--- src/core/camm_params.svh ---
// register addresses, field positions and reset values of the counter array mode control
`ifndef CAMM_PARAMS_SVH
`define CAMM_PARAMS_SVH

`define CAMM_CYCLE_LEN_ADDR   8'hD9
`define CAMM_MODE0_ADDR       8'hDA
`define CAMM_MODE1_ADDR       8'hDB
`define CAMM_MODE2_ADDR       8'hDC
`define CAMM_MODE3_ADDR       8'hDD
`define CAMM_MODE4_ADDR       8'hDE
`define CAMM_MODE5_ADDR       8'hDF
`define CAMM_CNT_LO_ADDR      8'hF9
`define CAMM_CNT_HI_ADDR      8'hFA
`define CAMM_CC0_LO_ADDR      8'hFB
`define CAMM_CC1_LO_ADDR      8'hE9
`define CAMM_CC2_LO_ADDR      8'hEB
`define CAMM_CC3_LO_ADDR      8'hED
`define CAMM_CC4_LO_ADDR      8'hFD
`define CAMM_CC5_LO_ADDR      8'hCE
`define CAMM_CC0_HI_ADDR      8'hFC
`define CAMM_CC1_HI_ADDR      8'hEA
`define CAMM_CC2_HI_ADDR      8'hEC
`define CAMM_CC3_HI_ADDR      8'hEE
`define CAMM_CC4_HI_ADDR      8'hFE
`define CAMM_CC5_HI_ADDR      8'hCF

`define CAMM_BIT_WIDE_PWM     7
`define CAMM_BIT_CMP_EN       6
`define CAMM_BIT_CAP_RISE     5
`define CAMM_BIT_CAP_FALL     4
`define CAMM_BIT_MATCH        3
`define CAMM_BIT_TOGGLE       2
`define CAMM_BIT_PWM          1
`define CAMM_BIT_IRQ_EN       0

`define CAMM_BYTE_RESET       8'h00
`define CAMM_WORD_RESET       16'h0000
`define CAMM_CYCLE_LEN_RESET  2'h0
`define CAMM_UNMAPPED_READ    8'h00

`endif

--- src/core/camm_pkg.sv ---
// types shared by the counter array mode control
package camm_pkg;
  typedef enum logic [2:0] {
    camm_mode_idle    = 3'b000,
    camm_mode_capture = 3'b001,
    camm_mode_timer   = 3'b010,
    camm_mode_toggle  = 3'b011,
    camm_mode_freq    = 3'b100,
    camm_mode_pwm_n   = 3'b101,
    camm_mode_pwm16   = 3'b110
  } camm_mode_t;
  typedef logic [7:0]  camm_byte_t;
  typedef logic [15:0] camm_word_t;
endpackage

--- src/core/camm_chan.sv ---
// one capture/compare module: mode decode, edge capture, match and pin waveform
`timescale 1ns/1ps
`include "camm_params.svh"
module camm_chan (
  // clock and reset
  input  wire logic               mclk,
  input  wire logic               rst_b,
  // configuration
  input  wire camm_pkg::camm_byte_t mode_bits,
  input  wire camm_pkg::camm_word_t cc_val,
  input  wire logic [1:0]         cycle_len,
  // shared counter
  input  wire camm_pkg::camm_word_t cnt,
  input  wire logic               cnt_moved,
  // pin
  input  wire logic               pin_in,
  output logic                    pin_out_q,
  output logic                    pin_oe_q,
  // events toward the register file
  output logic                    capture_hit,
  output logic                    match_hit,
  output logic                    freq_step
);

  function automatic camm_pkg::camm_mode_t decode_mode(input camm_pkg::camm_byte_t m);
    if (m[`CAMM_BIT_PWM] && m[`CAMM_BIT_TOGGLE]) begin
      decode_mode = camm_pkg::camm_mode_freq;
    end else if (m[`CAMM_BIT_PWM]) begin
      decode_mode = m[`CAMM_BIT_WIDE_PWM] ? camm_pkg::camm_mode_pwm16 : camm_pkg::camm_mode_pwm_n;
    end else if (m[`CAMM_BIT_TOGGLE]) begin
      decode_mode = camm_pkg::camm_mode_toggle;
    end else if (m[`CAMM_BIT_MATCH]) begin
      decode_mode = camm_pkg::camm_mode_timer;
    end else if (m[`CAMM_BIT_CAP_RISE] || m[`CAMM_BIT_CAP_FALL]) begin
      decode_mode = camm_pkg::camm_mode_capture;
    end else begin
      decode_mode = camm_pkg::camm_mode_idle;
    end
  endfunction

  function automatic camm_pkg::camm_word_t len_mask(input logic [1:0] sel);
    case (sel)
      2'h0:    len_mask = 16'h00FF;
      2'h1:    len_mask = 16'h01FF;
      2'h2:    len_mask = 16'h03FF;
      default: len_mask = 16'h07FF;
    endcase
  endfunction

  camm_pkg::camm_mode_t mode;
  camm_pkg::camm_word_t mask;
  logic                 pin_prev_q;
  logic                 cmp_en;
  logic                 full_eq;
  logic                 low_eq;
  logic                 rise;
  logic                 fall;
  logic                 pwm_level;

  assign mode      = decode_mode(mode_bits);
  assign mask      = len_mask(cycle_len);
  assign cmp_en    = mode_bits[`CAMM_BIT_CMP_EN];
  assign full_eq   = (cnt == cc_val);
  assign low_eq    = (cnt[7:0] == cc_val[7:0]);
  assign rise      = pin_in & ~pin_prev_q;
  assign fall      = ~pin_in & pin_prev_q;
  assign pwm_level = ((cnt & mask) >= (cc_val & mask));

  // either or both edge bits may qualify an edge
  assign capture_hit = (rise & mode_bits[`CAMM_BIT_CAP_RISE]) | (fall & mode_bits[`CAMM_BIT_CAP_FALL]);
  // only a fresh counter value counts, so a stopped counter does not flood the flag
  assign match_hit   = cmp_en & mode_bits[`CAMM_BIT_MATCH] & cnt_moved & full_eq;
  assign freq_step   = cmp_en & cnt_moved & low_eq & (mode == camm_pkg::camm_mode_freq);

  always_ff @(posedge mclk or negedge rst_b) begin
    if (!rst_b) begin
      pin_prev_q <= 1'b0;
    end else begin
      pin_prev_q <= pin_in;
    end
  end

  always_ff @(posedge mclk or negedge rst_b) begin
    if (!rst_b) begin
      pin_out_q <= 1'b0;
    end else begin
      case (mode)
        camm_pkg::camm_mode_toggle: begin
          if (cmp_en && cnt_moved && full_eq) begin
            pin_out_q <= ~pin_out_q;
          end
        end
        camm_pkg::camm_mode_freq: begin
          if (freq_step) begin
            pin_out_q <= ~pin_out_q;
          end
        end
        camm_pkg::camm_mode_pwm_n: begin
          pin_out_q <= cmp_en & pwm_level;
        end
        camm_pkg::camm_mode_pwm16: begin
          pin_out_q <= cmp_en & full_eq | cmp_en & (cnt > cc_val);
        end
        default: begin
          pin_out_q <= pin_out_q;
        end
      endcase
    end
  end

  always_ff @(posedge mclk or negedge rst_b) begin
    if (!rst_b) begin
      pin_oe_q <= 1'b0;
    end else begin
      pin_oe_q <= (mode == camm_pkg::camm_mode_toggle) || (mode == camm_pkg::camm_mode_freq) ||
                  (mode == camm_pkg::camm_mode_pwm_n) || (mode == camm_pkg::camm_mode_pwm16);
    end
  end

endmodule

--- src/core/camm_top.sv ---
// counter array: shared counter, module mode and capture/compare registers, register port
`timescale 1ns/1ps
`include "camm_params.svh"
// Function
// - wide-PWM bit 7 picks 16-bit PWM, else shared 8-11 bit cycle.
// - bit 6 enables the comparator that compare modes need.
// - bit 5 captures on a rising pin edge.
// - bit 4 captures on a falling pin edge; both bits capture either edge.
// - match bit 3 sets the module flag when the counter moves onto the compare value, with bit 6 set.
// - toggle bit 2 inverts the module pin on each counter match.
// - toggle plus PWM together select frequency output mode.
// - bit 1 enables PWM and drives a PWM waveform on the pin.
// - bit 0 gates the module flag onto its interrupt request.
// - watchdog enabled blocks writes to module 5 mode register.
// - watchdog enabled blocks software writes to the counter low byte.
// - high byte reads a snapshot loaded only by low byte reads.
// - watchdog enabled blocks software writes to the counter high byte.
// - sixteen-bit counter with readable writable bytes, both reset to zero.
// - shared two-bit field picks 8, 9, 10 or 11 bit cycle.
// - writing compare low byte clears the comparator-enable bit.
// - writing compare high byte sets the comparator-enable bit.
module camm_top #(
  parameter int NUM_MODULES = 6,
  parameter int WDOG_MODULE = 5,
  parameter int CNT_W       = 16
) (
  // clock and reset
  input  wire logic                   mclk,
  input  wire logic                   rst_b,
  // register port
  input  wire logic [7:0]             sfr_addr,
  input  wire logic                   sfr_wr_en,
  input  wire logic                   sfr_rd_en,
  input  wire logic [7:0]             sfr_wdata,
  output logic [7:0]                  sfr_rdata_q,
  // loose control
  input  wire logic                   watchdog_enable,
  input  wire logic                   count_tick,
  input  wire logic [NUM_MODULES-1:0] event_flag_clear,
  // module pins
  input  wire logic [NUM_MODULES-1:0] module_io_pin_in,
  output logic [NUM_MODULES-1:0]      module_io_pin_out,
  output logic [NUM_MODULES-1:0]      module_io_pin_oe,
  // status
  output logic [NUM_MODULES-1:0]      module_event_flag,
  output logic [NUM_MODULES-1:0]      module_irq_req
);

  // register addresses are fixed per module, so the module count cannot change
  if (NUM_MODULES != 6) begin : g_bad_count
    $error("camm_top: NUM_MODULES must be 6");
  end
  if (WDOG_MODULE < 0 || WDOG_MODULE >= NUM_MODULES) begin : g_bad_wdog
    $error("camm_top: WDOG_MODULE out of range");
  end
  if (CNT_W != 16) begin : g_bad_width
    $error("camm_top: CNT_W must be 16");
  end

  function automatic logic [7:0] mode_addr(input int idx);
    case (idx)
      0:       mode_addr = `CAMM_MODE0_ADDR;
      1:       mode_addr = `CAMM_MODE1_ADDR;
      2:       mode_addr = `CAMM_MODE2_ADDR;
      3:       mode_addr = `CAMM_MODE3_ADDR;
      4:       mode_addr = `CAMM_MODE4_ADDR;
      default: mode_addr = `CAMM_MODE5_ADDR;
    endcase
  endfunction

  function automatic logic [7:0] cc_lo_addr(input int idx);
    case (idx)
      0:       cc_lo_addr = `CAMM_CC0_LO_ADDR;
      1:       cc_lo_addr = `CAMM_CC1_LO_ADDR;
      2:       cc_lo_addr = `CAMM_CC2_LO_ADDR;
      3:       cc_lo_addr = `CAMM_CC3_LO_ADDR;
      4:       cc_lo_addr = `CAMM_CC4_LO_ADDR;
      default: cc_lo_addr = `CAMM_CC5_LO_ADDR;
    endcase
  endfunction

  function automatic logic [7:0] cc_hi_addr(input int idx);
    case (idx)
      0:       cc_hi_addr = `CAMM_CC0_HI_ADDR;
      1:       cc_hi_addr = `CAMM_CC1_HI_ADDR;
      2:       cc_hi_addr = `CAMM_CC2_HI_ADDR;
      3:       cc_hi_addr = `CAMM_CC3_HI_ADDR;
      4:       cc_hi_addr = `CAMM_CC4_HI_ADDR;
      default: cc_hi_addr = `CAMM_CC5_HI_ADDR;
    endcase
  endfunction

  logic [CNT_W-1:0]         cnt_q;
  logic [CNT_W-1:0]         cnt_d;
  logic                     cnt_moved_q;
  logic [7:0]               snap_q;
  logic [1:0]               cycle_len_q;
  logic [7:0]               rdata_d;
  logic                     wr_cnt_lo;
  logic                     wr_cnt_hi;
  logic                     rd_cnt_lo;
  logic [8*NUM_MODULES-1:0] mode_flat;
  logic [16*NUM_MODULES-1:0] cc_flat;

  assign wr_cnt_lo = sfr_wr_en && (sfr_addr == `CAMM_CNT_LO_ADDR) && !watchdog_enable;
  assign wr_cnt_hi = sfr_wr_en && (sfr_addr == `CAMM_CNT_HI_ADDR) && !watchdog_enable;
  assign rd_cnt_lo = sfr_rd_en && (sfr_addr == `CAMM_CNT_LO_ADDR);

  // a software byte write wins over a tick in the same cycle
  always_comb begin
    cnt_d = cnt_q;
    if (wr_cnt_lo) begin
      cnt_d = {cnt_q[15:8], sfr_wdata};
    end else if (wr_cnt_hi) begin
      cnt_d = {sfr_wdata, cnt_q[7:0]};
    end else if (count_tick) begin
      cnt_d = 16'(cnt_q + 16'h0001);
    end
  end

  always_ff @(posedge mclk or negedge rst_b) begin
    if (!rst_b) begin
      cnt_q <= `CAMM_WORD_RESET;
    end else begin
      cnt_q <= cnt_d;
    end
  end

  // marks a fresh counter value so that a match fires once per value
  always_ff @(posedge mclk or negedge rst_b) begin
    if (!rst_b) begin
      cnt_moved_q <= 1'b0;
    end else begin
      cnt_moved_q <= wr_cnt_lo | wr_cnt_hi | count_tick;
    end
  end

  // reading the low byte freezes the high byte for a torn-free 16-bit read
  always_ff @(posedge mclk or negedge rst_b) begin
    if (!rst_b) begin
      snap_q <= `CAMM_BYTE_RESET;
    end else if (rd_cnt_lo) begin
      snap_q <= cnt_q[15:8];
    end
  end

  always_ff @(posedge mclk or negedge rst_b) begin
    if (!rst_b) begin
      cycle_len_q <= `CAMM_CYCLE_LEN_RESET;
    end else if (sfr_wr_en && (sfr_addr == `CAMM_CYCLE_LEN_ADDR)) begin
      cycle_len_q <= sfr_wdata[1:0];
    end
  end

  for (genvar i = 0; i < NUM_MODULES; i++) begin : g_mod
    logic [7:0]  mode_q;
    logic [15:0] cc_q;
    logic        flag_q;
    logic        irq_q;
    logic        lock;
    logic        wr_mode;
    logic        wr_lo;
    logic        wr_hi;
    logic        capture_hit;
    logic        match_hit;
    logic        freq_step;
    logic        pin_out_q;
    logic        pin_oe_q;

    // the watchdog owns its module's mode register while enabled, including the compare-enable side effects
    assign lock    = watchdog_enable && (i == WDOG_MODULE);
    assign wr_mode = sfr_wr_en && (sfr_addr == mode_addr(i)) && !lock;
    assign wr_lo   = sfr_wr_en && (sfr_addr == cc_lo_addr(i));
    assign wr_hi   = sfr_wr_en && (sfr_addr == cc_hi_addr(i));

    always_ff @(posedge mclk or negedge rst_b) begin
      if (!rst_b) begin
        mode_q <= `CAMM_BYTE_RESET;
      end else if (wr_mode) begin
        mode_q <= sfr_wdata;
      end else if (wr_lo && !lock) begin
        mode_q[`CAMM_BIT_CMP_EN] <= 1'b0;
      end else if (wr_hi && !lock) begin
        mode_q[`CAMM_BIT_CMP_EN] <= 1'b1;
      end
    end

    // software writes win over capture; capture wins over the frequency step
    always_ff @(posedge mclk or negedge rst_b) begin
      if (!rst_b) begin
        cc_q <= `CAMM_WORD_RESET;
      end else if (wr_lo) begin
        cc_q[7:0] <= sfr_wdata;
      end else if (wr_hi) begin
        cc_q[15:8] <= sfr_wdata;
      end else if (capture_hit) begin
        cc_q <= cnt_q;
      end else if (freq_step) begin
        cc_q[7:0] <= 8'(cc_q[7:0] + cc_q[15:8]);
      end
    end

    // a set in the same cycle as a clear wins
    always_ff @(posedge mclk or negedge rst_b) begin
      if (!rst_b) begin
        flag_q <= 1'b0;
      end else if (capture_hit || match_hit) begin
        flag_q <= 1'b1;
      end else if (event_flag_clear[i]) begin
        flag_q <= 1'b0;
      end
    end

    always_ff @(posedge mclk or negedge rst_b) begin
      if (!rst_b) begin
        irq_q <= 1'b0;
      end else begin
        irq_q <= flag_q & mode_q[`CAMM_BIT_IRQ_EN];
      end
    end

    camm_chan u_chan (
      .mclk        (mclk),
      .rst_b       (rst_b),
      .mode_bits   (mode_q),
      .cc_val      (cc_q),
      .cycle_len   (cycle_len_q),
      .cnt         (cnt_q),
      .cnt_moved   (cnt_moved_q),
      .pin_in      (module_io_pin_in[i]),
      .pin_out_q   (pin_out_q),
      .pin_oe_q    (pin_oe_q),
      .capture_hit (capture_hit),
      .match_hit   (match_hit),
      .freq_step   (freq_step)
    );

    assign mode_flat[8*i +: 8]   = mode_q;
    assign cc_flat[16*i +: 16]   = cc_q;
    assign module_event_flag[i]  = flag_q;
    assign module_irq_req[i]     = irq_q;
    assign module_io_pin_out[i]  = pin_out_q;
    assign module_io_pin_oe[i]   = pin_oe_q;
  end

  // unmapped addresses read as zero; the cycle-length register reads zero above bit 1
  always_comb begin
    rdata_d = `CAMM_UNMAPPED_READ;
    if (sfr_addr == `CAMM_CNT_LO_ADDR) begin
      rdata_d = cnt_q[7:0];
    end else if (sfr_addr == `CAMM_CNT_HI_ADDR) begin
      rdata_d = snap_q;
    end else if (sfr_addr == `CAMM_CYCLE_LEN_ADDR) begin
      rdata_d = {6'h00, cycle_len_q};
    end
    for (int k = 0; k < NUM_MODULES; k++) begin
      if (sfr_addr == mode_addr(k)) begin
        rdata_d = mode_flat[8*k +: 8];
      end
      if (sfr_addr == cc_lo_addr(k)) begin
        rdata_d = cc_flat[16*k +: 8];
      end
      if (sfr_addr == cc_hi_addr(k)) begin
        rdata_d = cc_flat[16*k+8 +: 8];
      end
    end
  end

  always_ff @(posedge mclk or negedge rst_b) begin
    if (!rst_b) begin
      sfr_rdata_q <= `CAMM_BYTE_RESET;
    end else if (sfr_rd_en) begin
      sfr_rdata_q <= rdata_d;
    end
  end

endmodule

--- config.mk ---
export PLATFORM = sky130hd
export DESIGN_NAME = camm_top
export DESIGN_NICKNAME = d
export VERILOG_FILES = /design/src/core/camm_pkg.sv /design/src/core/camm_chan.sv /design/src/core/camm_top.sv
export VERILOG_INCLUDE_DIRS = /design/src /design/src/core
export SDC_FILE = /design/constraint.sdc
export NUM_CORES = 1
export LEC_CHECK = 0
export BUFFER_PORTS_ARGS = -buffer_cell sky130_fd_sc_hd__buf_2
export CAP_MARGIN = 20
export CORE_MARGIN = 2
export CORE_UTILIZATION = 34
export DETAILED_ROUTE_END_ITERATION = 8
export PLACE_DENSITY = 0.5
export SLEW_MARGIN = 0
export SYNTH_ARGS = -nofsm -noshare
export SYNTH_HDL_FRONTEND = slang
export SYNTH_SLANG_ARGS = --single-unit
export TNS_END_PERCENT = 50
--- constraint.sdc ---
create_clock -name mclk -period 2.3 [get_ports mclk]
set_input_delay 0.46 -clock mclk [delete_from_list [all_inputs] [get_ports mclk]]
set_output_delay 0.46 -clock mclk [all_outputs]
set_load 0.05 [all_outputs]
## Word-level counts from Yosys, hierarchy flattened

Cells that the tools add are included.

| word-level totals | value |
|---|---|
| output and inout port bits | 32 |
| word-level logic and storage cells | 561 |
| bits in registers | 209 |
| input port bits | 34 |

| cells by class | value |
|---|---|
| equality and inequality tests | 78 |
| reduce and logical (&&, ||, !) cells | 129 |
| add/sub/neg operators | 7 |
| multiplexer cells | 145 |
| $lt $le $gt $ge | 12 |
| bitwise operators | 130 |

Operator list:

| kind | count |
|---|---|
| 2-to-1 mux 8 bit | 57 |
| equality test 8 bit, second input constant | 21 |
| equality test 16 bit | 6 |
| greater-or-equal comparator 16 bit | 6 |
| > comparator 16 bit | 6 |
| bitwise AND 1 bit | 84 |
| bitwise AND 16 bit | 5 |
| 2-to-1 mux 3 bit | 24 |
| equality test 3 bit, second input constant | 18 |
| adder 8 bit | 6 |
| equality test 8 bit | 6 |
| 2-to-1 mux 1 bit | 48 |
| logical AND 1 bit | 45 |
| nonzero test 3 bit | 12 |
| case mux 11 bit (3 select lines) | 1 |
| bitwise AND 16 x 11 -> 16 bit | 2 |
| 2-to-1 mux 16 bit | 2 |
| logical OR 1 bit | 30 |
| AND reduction 2 bit | 14 |
| nonzero test 2 bit | 14 |
| != test 2 bit, second input constant | 13 |
| NOT 1 bit | 25 |
| case mux 1 bit (4 select lines) | 6 |
| nonzero test 4 bit | 6 |
| 10 further kinds | 44 |

## Longest topological paths before layout

Gate-level depths: netlist (run 1).

| logic depth | value |
|---|---|
| depth in word-level cells | 22 |
| mapped depth | 10 |
| mapped depth without buffers | 9 |

## Cells and area by module

A second synthesis (run 1) with hierarchy kept.

| second synthesis, totals | value |
|---|---|
| cells, all modules | 1983 |
| area total of the unflattened synthesis | 16920.0 µm² |

By module, submodules not included:

| module | area each (µm²) | seq. area each (µm²) | cells each | times used |
|---|---|---|---|---|
| camm_top | 12783.5 | 4779.6 | 1419 | 1 |
| camm_chan | 689.4 | 75.1 | 94 | 6 |

## Worst setup path before layout (run 1)

Ideal clock, no wire load.

| path | value |
|---|---|
| path kind | reg-to-reg |
| start point | register cnt_q[0] |
| end point | register g_mod[4].cc_q[6] |
| buffers on the path | 1 |
| arrival time | 2.143 ns |
| library setup time | 0.120 ns |
| cell stages (with the launch flop) | 10 |
| period minus slack after synthesis | 2.263 ns |
| path slack | 0.037 ns |
| data required time | 2.180 ns |
| path through | dfrtp_1 > clkbuf_1 > inv_1 > ha_1 > nand4_1 > nor3_1 > a31oi_1 > nor2_2 > o22ai_1 > a31o_1 |

| on the way | value |
|---|---|
| longest elaborated chain between the ends | 5 |

RTL lines:

| item | line | RTL |
|---|---|---|
| from (decl) | camm_top.sv:93 | `logic [CNT_W-1:0] cnt_q;` |
| from (signal assigned) | camm_top.sv:123 | `` cnt_q <= `CAMM_WORD_RESET; `` |
| from (signal assigned) | camm_top.sv:125 | `cnt_q <= cnt_d;` |
| equality test 8 bit | camm_chan.sv:64 | `assign low_eq = (cnt[7:0] == cc_val[7:0]);` |
| bitwise AND 1 bit (2 in a row) | camm_chan.sv:73 | `assign freq_step = cmp_en & cnt_moved & low_eq & (mode == camm_pkg::camm_mode_freq);` |
| nonzero test 3 bit (no line) | n/a |  |
| AND reduction 2 bit (no line) | n/a |  |
| to (signal assigned) | camm_top.sv:191 | `` cc_q <= `CAMM_WORD_RESET; `` |
| to (signal assigned) | camm_top.sv:193 | `cc_q[7:0] <= sfr_wdata;` |
| to (signal assigned) | camm_top.sv:197 | `cc_q <= cnt_q;` |
| to (decl) | camm_top.sv:157 | `logic [15:0] cc_q;` |

Every way passes these cells.
A chain may end at the register's enable or synchronous reset.

## Worst setup path after layout (run 1)

| path | value |
|---|---|
| start point | register g_mod[0].cc_q[3] |
| end point | register g_mod[0].cc_q[7] |

| on the way | value |
|---|---|
| longest elaborated chain between the ends | 5 |
| elaborated cells on any way between the ends | 10 |
| classes of those cells | add/sub: 1; eq/ne: 1; mux: 4; bitwise: 2; reduce/logical: 2 |

RTL lines:

| item | line |
|---|---|
| from (decl) | camm_top.sv:157 |
| from (signal assigned) | camm_top.sv:191 |
| from (signal assigned) | camm_top.sv:193 |
| from (signal assigned) | camm_top.sv:197 |
| adder 8 bit / equality test 8 bit (equally long branches) | camm_top.sv:199, camm_chan.sv:64 |
| 2-to-1 mux 8 bit / bitwise AND 1 bit (equally long branches) | camm_top.sv:198, camm_chan.sv:73 |
| 2-to-1 mux 8 bit / bitwise AND 1 bit (equally long branches) | camm_top.sv:196, camm_chan.sv:73 |
| 2-to-1 mux 8 bit / nonzero test 3 bit (equally long branches) | n/a |
| 2-to-1 mux 8 bit / AND reduction 2 bit (equally long branches) | n/a |

Parallel ways exist; a longest one is shown, timed or not. The select of a mux whose other input is x is not followed.

==> qor.yml, run 1 <==
flow_run:
  cap_viol_max_count: 0
clock_tree:
  clk_pin_slew_ns: 0.06
  cts-root-buf: "clkbuf_16"
  clock_sinks: 209
  cts_buffers: 28
  cts_tree: "done"
  cts_max_level: 1
  clkLatencyLatePin_ns: 0.59
  clockBufferDepth: 3
floorplanning:
  design.die.area_um2: 52200
  die_x_um: 229
  die_y_um: 229
  rows: 82
  coreArea_um2: 50000
  initial_core_util_pct: 34.3
  ios: 66
logic_synthesis:
  ys.flop_type: "dfrtp_1"
  async_reset_ff_share_pct: 100
  syn_inst: 2027
  ys_warn_count: 0
  synth.distinct_cells: 87
  synth-seq-area-share_pct: 30.5
  synth_top_area_cell: "dfrtp_1"
  synth_top_area_share_pct: 30.5
  synth.area.top_cells: "dfrtp_1 31%, ha_1 11%, o21ai_0 5.3%"
  synth_fp_nets: 2224
  syn_avg_cell_area_um2: 8.46
  synth_edf_count: 0
  ys_ff_latch: 209
  synthesis.area_um2: 17100
critical_path:
  arrival_ns: 2.82
  required_ns: 2.74
  start_kind: "register"
  end_kind: "register"
  cp_max_fo: 2
  path_class: "register to register"
placement:
  port_buffers: 65
  gp_congestion: 0.976
  dpl.hpwl_um: 58500
drt:
  antenna_left: 0
  wl_per_cell_um: 25.2
  routed_wl_um: 75900
  routed_via_density: 5.74
  drc: 0
  drt_iter0_drc: 1581
  firstDrtPassIters: 6
  num_vias: 17300
cells_and_area:
  fillerInstances: 5001
  final_cell_mix: "292 x buf_4, 212 x nand2_1, 201 x dfrtp_1, 170 x o21ai_0, 152 x ha_1"
  area_delta_synth_final_pct: 27.7
  drive_above_1_share_pct: 25.9
  antenna-diode-count: 0
  nets: 2514
  final_common_cell: "buf_4"
worst_hold_path:
  hold_path.class: "input port to register"
global_route:
  grt_pass1_vias: 16900
  grt_overflow_total: 0
  grt_use_total_pct: 28.4
  grt_max_degree: 63
  antenna_found_initial: 1
  grt_pass1_wl_um: 111000
timing:
  hold_ws_ns: 0.0358
  fin_skew_ns: 0.0322
  max-slew-margin-rel_pct: 45.4
  setup_ws_ns: -0.0745
  finalSetupViolCount: 1
  finalHoldViolCount: 0
  timing.final.crit_share_pct: 103
  fmax_mhz: 421
  rsz0062_at_grt: "yes"
  finalMaxSlewViolations: 0
  period_needed_ns: 2.37
  worst_slew_pin_slew_ns: 0.813
  fin_tns_setup_ns: -0.0745
status:
  violations: "negative setup slack"
  outcome: "finished, violations left"
power_and_ir_drop:
  irDropWorstVdd_mv: 0.845
  p_leak_nw: 10.0
  finalPower_w: 0.0198
  p_per_area_nw_per_um2: 905
[registers in the layout, indices dropped and copies added (netlist names)]
signal / cells
cnt_q: 16
sfr_rdata_q: 8
g_mod.irq_q: 6
g_mod.mode_q: 48
g_mod.u_chan.pin_prev_q: 6
g_mod.cc_q: 96
g_mod.u_chan.pin_out_q: 6
g_mod.u_chan.pin_oe_q: 6
cnt_moved_q: 1
snap_q: 8
g_mod.flag_q: 6
cycle_len_q: 2
[cells in the mapped netlist, drive strengths merged (28+ instances only)]
cell    instances
mux2i          59
nor2b          28
o21ai         193
nand2         217
clkbuf         56
dfrtp         209
inv           130
mux2           57
buf            94
o22ai          29
nor2          112
ha            157
a21oi         127
nand3          60
nor3           43
[area by class of cell]
| class | instances | area (um2) | area share [%] |
|---|---|---|---|
| Multi-Input combinational cell | 1539 | 10900 | 49.9 |
| Sequential cell | 209 | 5240 | 23.9 |
| Timing Repair Buffer | 409 | 3460 | 15.8 |
| Tap cell | 672 | 841 | 3.84 |
| Clock buffer | 38 | 820 | 3.74 |
| Inverter | 130 | 488 | 2.23 |
| Clock inverter | 13 | 128 | 0.583 |
[cell families (layout without fill, tap and decap cells)]
family | Yosys count | count (layout) | synth area share [%]
DFF | 209 | 209 | 30.5
and+or+nand+nor | 623 | 624 | 18.4
adders and majority gates | 163 | 163 | 12.2
muxes | 116 | 116 | 7.21
AOI/OAI and AO/OA | 606 | 606 | 22.6
buffers and inverters | 280 | 590 | 7.63
xor gates and xnor gates | 30 | 30 | 1.53
[worst max-delay path, cell delays in order, from the launching register on]
cell and delay [ns]:
dfrtp_1 0.38, buf_4 0.13, inv_1 0.05, ha_1 0.30, nand4_1 0.22, nor4_4 0.31, buf_4 0.17, nand3_2 0.06
mux2i_1 0.19, a211oi_2 0.07, o41ai_2 0.39
[report_power, final]
part           switching (W)  internal [W]
Clock                0.00183       0.00270
Sequential          0.000880       0.00439
Combinational        0.00554       0.00447
[metal layers]
metal | track usage, % | routed length (um) | up-vias
li1 | - | - | 7980
met1 | 39.8 | 34100 | 8459
met2 | 43.9 | 33300 | 685
met3 | 4.27 | 5070 | 151
met4 | 11.5 | 3380 | 2
met5 | 0 | 12 | -
[worst paths after layout]
path / slack, ns / cells after the start / to / start
hold reg to reg: 0.49 / 2 / g_mod[4].cc_q[15] / g_mod[4].cc_q[15]
setup / recovery: -0.07 / 10 / g_mod[0].cc_q[7] / g_mod[0].cc_q[3]
setup reg to reg: -0.07 / 10 / g_mod[0].cc_q[7] / g_mod[0].cc_q[3]
max in group asynchronous: 1.16 / 3 / cnt_q[0] / rst_b
min in group asynchronous: 0.45 / 2 / g_mod[5].cc_q[5] / rst_b
hold / removal: 0.04 / 1 / g_mod[4].u_chan.pin_prev_q / module_io_pin_in[4]
[per-stage QoR]
stage | cell area, um2 | utilization (%) | worst slack [ns] | std cells
CTS | 21500 | 43.1 | -0.00808 | 2999
global placement | 20500 | 41.0 | -0.268 | 2942
global route | 21900 | 43.8 | -0.123 | 3010
detailed placement | 20500 | 41.0 | -0.232 | 2942
finish | 21900 | 43.8 | -0.0745 | 3010
floorplan | 17100 | - | 0.0375 | 2027
[what timing repair did]
item                       4_1_cts  5_1_grt
setup buffers                    1       11
pin swaps                        3       26
setup endpoints to repair       28       46
cloned                           0        1
gates resized for setup         18       70
hold endpoints to repair        57        0
hold buffers                     5        0
Power figures use the tool's default switching activity.
==> inputs of run 2 (changes only) <==
CAP_MARGIN = default   (was 20)
MAX_ROUTING_LAYER = met4   (was default)
SYNTH_HIERARCHICAL = 1   (was default)
==> qor.yml, run 2 <==
logic_synthesis:
  synth_fp_nets: 2180
  synth.area.top_cells: "dfrtp_1 31%, ha_1 12%, a21oi_1 6.1%"
  synth_top_family_by_area: "compound AO/OA/AOI/OAI gates"
  synth_fa_ha_area_share_pct: 12.3
  synth_commonest_cells: "209 x dfrtp_1, 206 x a21oi_1, 157 x ha_1, 156 x inv_1, 146 x nor2_1"
  synthSimpleGateAreaFrac_pct: 17.2
  synth.distinct_cells: 87
  ys_ff_latch: 209
  syn_avg_cell_area_um2: 8.53
  synth_xor_xnor_area_share_pct: 2.17
  synth_edf_count: 0
  synthesis.area_um2: 16900
  ys_warn_count: 6
  synth_mux_area_share_pct: 4.57
  syn_inst: 1983
  synth_top_area_cell: "dfrtp_1"
  synth_top_area_share_pct: 30.9
  async_reset_ff_share_pct: 100
  synth-seq-area-share_pct: 30.9
  synth-compound-area-share_pct: 25.0
  synth_most_common_cell: "dfrtp_1"
  ys.flop_type: "dfrtp_1"
timing:
  finalMaxSlewViolations: 0
  timing.final.crit_share_pct: 104
  setup_ws_ns: -0.0827
  max-slew-margin-rel_pct: 56.8
  rsz0062_at_grt: "yes"
  fmax_mhz: 420
  worst_slew_pin_slew_ns: 0.643
  finalHoldViolCount: 0
  fin_skew_ns: 0.0184
  finalSetupViolCount: 9
  period_needed_ns: 2.38
floorplanning:
  coreArea_um2: 49100
  initial_core_util_pct: 34.5
  die_x_um: 227
  die_y_um: 227
  design.die.area_um2: 51600
  ios: 66
  rows: 81
cells_and_area:
  largest_reg_flops: 96
  drive_above_1_share_pct: 28.0
  final_cell_mix: "289 x buf_4, 204 x dfrtp_1, 201 x a21oi_1, 156 x inv_1"
  top_register: "g_mod.cc_q"
  nets: 2490
  final_common_cell: "buf_4"
  fin_area_um2: 21900
  fin_util_pct: 44.6
  area_delta_synth_final_pct: 29.3
  reg_top3: "g_mod.cc_q x96, g_mod.mode_q x48, cnt_q x16"
power_and_ir_drop:
  irDropWorstVdd_mv: 0.610
  p_leak_nw: 9.97
  p_per_area_nw_per_um2: 994
global_route:
  grt_overflow_total: 0
  grt_pass1_vias: 16700
  grt_use_total_pct: 29.3
  grt_max_degree: 50
  grt_pass1_wl_um: 108000
  antenna_found_initial: 6
placement:
  port_buffers: 65
  dpl.hpwl_um: 56000
  gp_congestion: 1.01
  place_area_um2: 20100
drt:
  wl_per_cell_um: 25.1
  drt_iter0_drc: 1598
  routed_wl_um: 74900
  firstDrtPassIters: 6
  routed_via_density: 5.74
  antenna_left: 0
  num_vias: 17100
  drc: 0
status:
  outcome: "finished, violations left"
  violations: "negative setup slack"
clock_tree:
  clkLatencyLatePin_ns: 0.57
  clockBufferDepth: 3
  clock_sinks: 209
  clk_pin_slew_ns: 0.06
  cts_buffers: 27
  cts_tree: "done"
  cts-root-buf: "clkbuf_16"
  cts_max_level: 1
worst_hold_path:
  hold_path.class: "input port to register"
critical_path:
  end_kind: "register"
  arrival_ns: 2.81
  path_class: "register to register"
  required_ns: 2.73
  cp_max_fo: 8
  start_kind: "register"
flow_run:
  cap_viol_max_count: 0
==> run 2: changes by cell type in the layout (fill, tap and decap cells not counted), sizes merged, moves of 19 or more <==
cell,change
nand2,-70
mux2i,-47
a21oi,+88
o22ai,+52
inv,+26
nor2,+44
o21ai,-56
a211oi,-19
==> run 2: path summary, 6_finish.rpt <==
path | start | to | slack (ns) | cells after the start
setup reg to reg | cnt_q[4] | g_mod[3].cc_q[6] | -0.08 | 11
max in group asynchronous | rst_b | g_mod[5].cc_q[15] | 1.24 | 3
hold / removal | module_io_pin_in[1] | g_mod[1].u_chan/pin_prev_q | 0.02 | 1
min in group asynchronous | rst_b | g_mod[0].mode_q[1] | 0.40 | 2
hold reg to reg | g_mod[4].flag_q | g_mod[4].irq_q | 0.50 | 1
setup / recovery | cnt_q[4] | g_mod[3].cc_q[6] | -0.08 | 11
==> run 2: power by group <==
group	switching [W]	internal, W
combinational	0.00639	0.00526
sequential	0.00107	0.00457
clock	0.00176	0.00268
total	0.00922	0.0125
==> run 2: per-layer routing <==
layer  up-vias  global-route usage [%]  routed length [um]
met5         -                       -                   0
met4         0                    10.3                3060
met3       161                    6.03                6660
met2       739                    44.8               33000
met1      8374                    38.5               32200
li1       7850                       -                   -
==> run 2: metrics by stage <==
step | setup TNS (ns) | power (W) | setup slack [ns] | std cells | hold slack (ns)
after floorplan | 0 | 0.0117 | 0.0594 | 1983 | 0.164
after global placement | -1.53 | 0.0158 | -0.188 | 2888 | 0.389
after detailed placement | -2.36 | 0.0160 | -0.208 | 2888 | 0.388
after CTS | -0.00375 | 0.0208 | -0.00375 | 2949 | 0.00695
after global routing | -1.84 | 0.0232 | -0.152 | 2982 | 0.0132
final | -0.333 | 0.0217 | -0.0827 | 2983 | 0.0229
==> run 2: logic make-up (layout without fill, tap and decap cells) <==
kind of cell	after synthesis	count (layout)
other	0	6
buffers and inverters	285	615
xor gates and xnor gates	42	42
muxes	70	70
and+or+nand+nor	551	551
adders and majority gates	163	163
AOI/OAI and AO/OA	663	663
DFF	209	209
==> run 2: worst max-delay path: stages, from the launching register on <==
cell and delay [ns]:
dfrtp_1 0.41, buf_4 0.15, buf_6 0.11, ha_1 0.26, nand4_1 0.17, nor3_2 0.19
and3_4 0.22, nor2_2 0.05, o21a_4 0.26, a32o_1 0.24, a21oi_2 0.12, o31ai_2 0.08
==> run 2: what timing repair did <==
item	CTS	global route
gates cloned	0	2
gates resized for setup	12	83
hold buffers	1	0
buffers inserted	13	26
endpoints found under the setup margin	25	49
pin swaps	14	31
endpoints found under the hold margin	37	0
==> run 2: layout make-up <==
type	instances	area [um2]
multi-input cells	1489	10800
fillers	4893	27200
flip-flops and latches	209	5240
inverters	156	586
clock inverters	9	128
clock buffers	40	785
repair buffers	410	3490
diodes	6	15.0
well taps	664	831
==> inputs of run 3 (changes only) <==
MAX_ROUTING_LAYER = default   (was met4)
SETUP_SLACK_MARGIN = 0.15   (was default)
==> qor.yml, run 3 (synthesized netlist as in run 2, its figures left out) <==
global_route:
  grt_pass1_vias: 17200
  grt_overflow_total: 0
  grt_pass1_wl_um: 111000
  grt_max_degree: 61
  grt_use_total_pct: 29.1
  antenna_found_initial: 2
critical_path:
  path_class: "register to register"
  reg2reg_from: "cnt_q[4]"
  required_ns: 2.74
  end_kind: "register"
  start_kind: "register"
  cp-startpoint: "cnt_q[4]"
  arrival_ns: 2.80
  cp_max_fo: 6
timing:
  fin_tns_setup_ns: -0.167
  worst_slew_pin_slew_ns: 0.590
  finalMaxSlewViolations: 0
  fin_skew_ns: 0.0105
  hold_ws_ns: 0.0222
  period_needed_ns: 2.36
  finalHoldViolCount: 0
  timing.final.crit_share_pct: 102
  max-slew-margin-rel_pct: 60.7
  setup_ws_ns: -0.0552
  finalSetupViolCount: 7
  rsz0062_at_grt: "yes"
  fmax_mhz: 425
cells_and_area:
  top_register: "g_mod.cc_q"
  stdcell_count: 2994
  largest_reg_flops: 96
  final_cell_mix: "296 x buf_4, 204 x dfrtp_1, 197 x a21oi_1, 154 x inv_1, 141 x nor2_1"
  final_common_cell: "buf_4"
  area_delta_synth_final_pct: 32.1
  antenna-diode-count: 0
  nets: 2508
  reg_top3: "g_mod.cc_q x96, g_mod.mode_q x48, cnt_q x16"
  drive_above_1_share_pct: 30.1
  fin_area_um2: 22300
drt:
  drc: 0
  drt_iter0_drc: 1483
  antenna_left: 0
  met3WireLength_um: 5470
  wl_met1_um: 33000
  routed_wl_um: 75100
  routed_via_density: 5.76
  wl_met2_um: 33500
  top_layer_used: "met4"
  wl_per_cell_um: 25.1
  firstDrtPassIters: 5
  num_vias: 17200
floorplanning:
  coreArea_um2: 49100
  design.die.area_um2: 51600
  ios: 66
  rows: 81
  die_y_um: 227
  initial_core_util_pct: 34.5
  die_x_um: 227
clock_tree:
  clock_sinks: 209
  cts_tree: "done"
  cts-root-buf: "clkbuf_16"
  cts_buffers: 28
  clkLatencyLatePin_ns: 0.57
  clockBufferDepth: 3
  clk_pin_slew_ns: 0.06
  cts_max_level: 1
power_and_ir_drop:
  p_leak_nw: 10.1
  irDropWorstVdd_mv: 0.606
  p_per_area_nw_per_um2: 1020
status:
  outcome: "finished, violations left"
  violations: "negative setup slack"
flow_run:
  cap_viol_max_count: 0
placement:
  dp_cells: 2884
  port_buffers: 65
  gp_congestion: 0.960
  place_area_um2: 20000
  dpl.hpwl_um: 56000
worst_hold_path:
  hold_path.class: "input port to register"
  hp-start: "module_io_pin_in[1]"
run 3: final timing paths:
check	endpoint	slack, ns	cells after the start
setup / recovery	g_mod[2].cc_q[4]	-0.06	11
hold / removal	g_mod[1].u_chan/pin_prev_q	0.02	1
setup reg to reg	g_mod[2].cc_q[4]	-0.06	11
hold reg to reg	snap_q[0]	0.50	2
max in group asynchronous	g_mod[5].cc_q[8]	1.15	3
min in group asynchronous	g_mod[0].cc_q[11]	0.39	2
run 3: cell type report:
cell class                      instances  area (um2)
Sequential cell                       209        5240
Clock buffer                           37         816
Fill cell                            4795       26700
Clock inverter                         12         173
Tap cell                              664         831
Inverter                              156         588
Timing Repair Buffer                  427        3620
Multi-Input combinational cell       1489       11100
run 3: where the power goes:
group	internal (W)	switching (W)
sequential	0.00456	0.00107
clock	0.00292	0.00183
combinational	0.00569	0.00664
run 3: critical path, cell delays in order, from the launching register on:
cell	delay (ns)
dfrtp_2	0.45
buf_12	0.16
ha_4	0.26
nand4_1	0.17
nor3_2	0.25
and3_4	0.21
nor2_2	0.06
a21oi_2	0.17
nor2_4	0.07
buf_4	0.13
a222oi_1	0.22
inv_1	0.07
run 3: metrics by stage:
step                      worst slack (ns)  power [W]  utilization [%]
after global routing                -0.143     0.0242             45.6
after floorplan                      0.155     0.0117                -
after CTS                          -0.0371     0.0220             44.6
after global placement              -0.400     0.0157             40.8
after detailed placement            -0.385     0.0159             40.8
final                              -0.0552     0.0227             45.6
run 3: layer usage:
layer,global-route usage [%],up-vias
met5,0,-
met4,11.2,0
met3,3.69,167
met2,45.9,682
met1,40.6,8510
li1,-,7874
run 3: what timing repair did:
item / in CTS / in global routing
resized for setup: 94 / 61
setup buffers: 38 / 21
cloned: 1 / 0
endpoints found under the hold margin: 40 / 0
hold buffers: 1 / 0
pin swaps: 51 / 61
setup endpoints to repair: 50 / 62
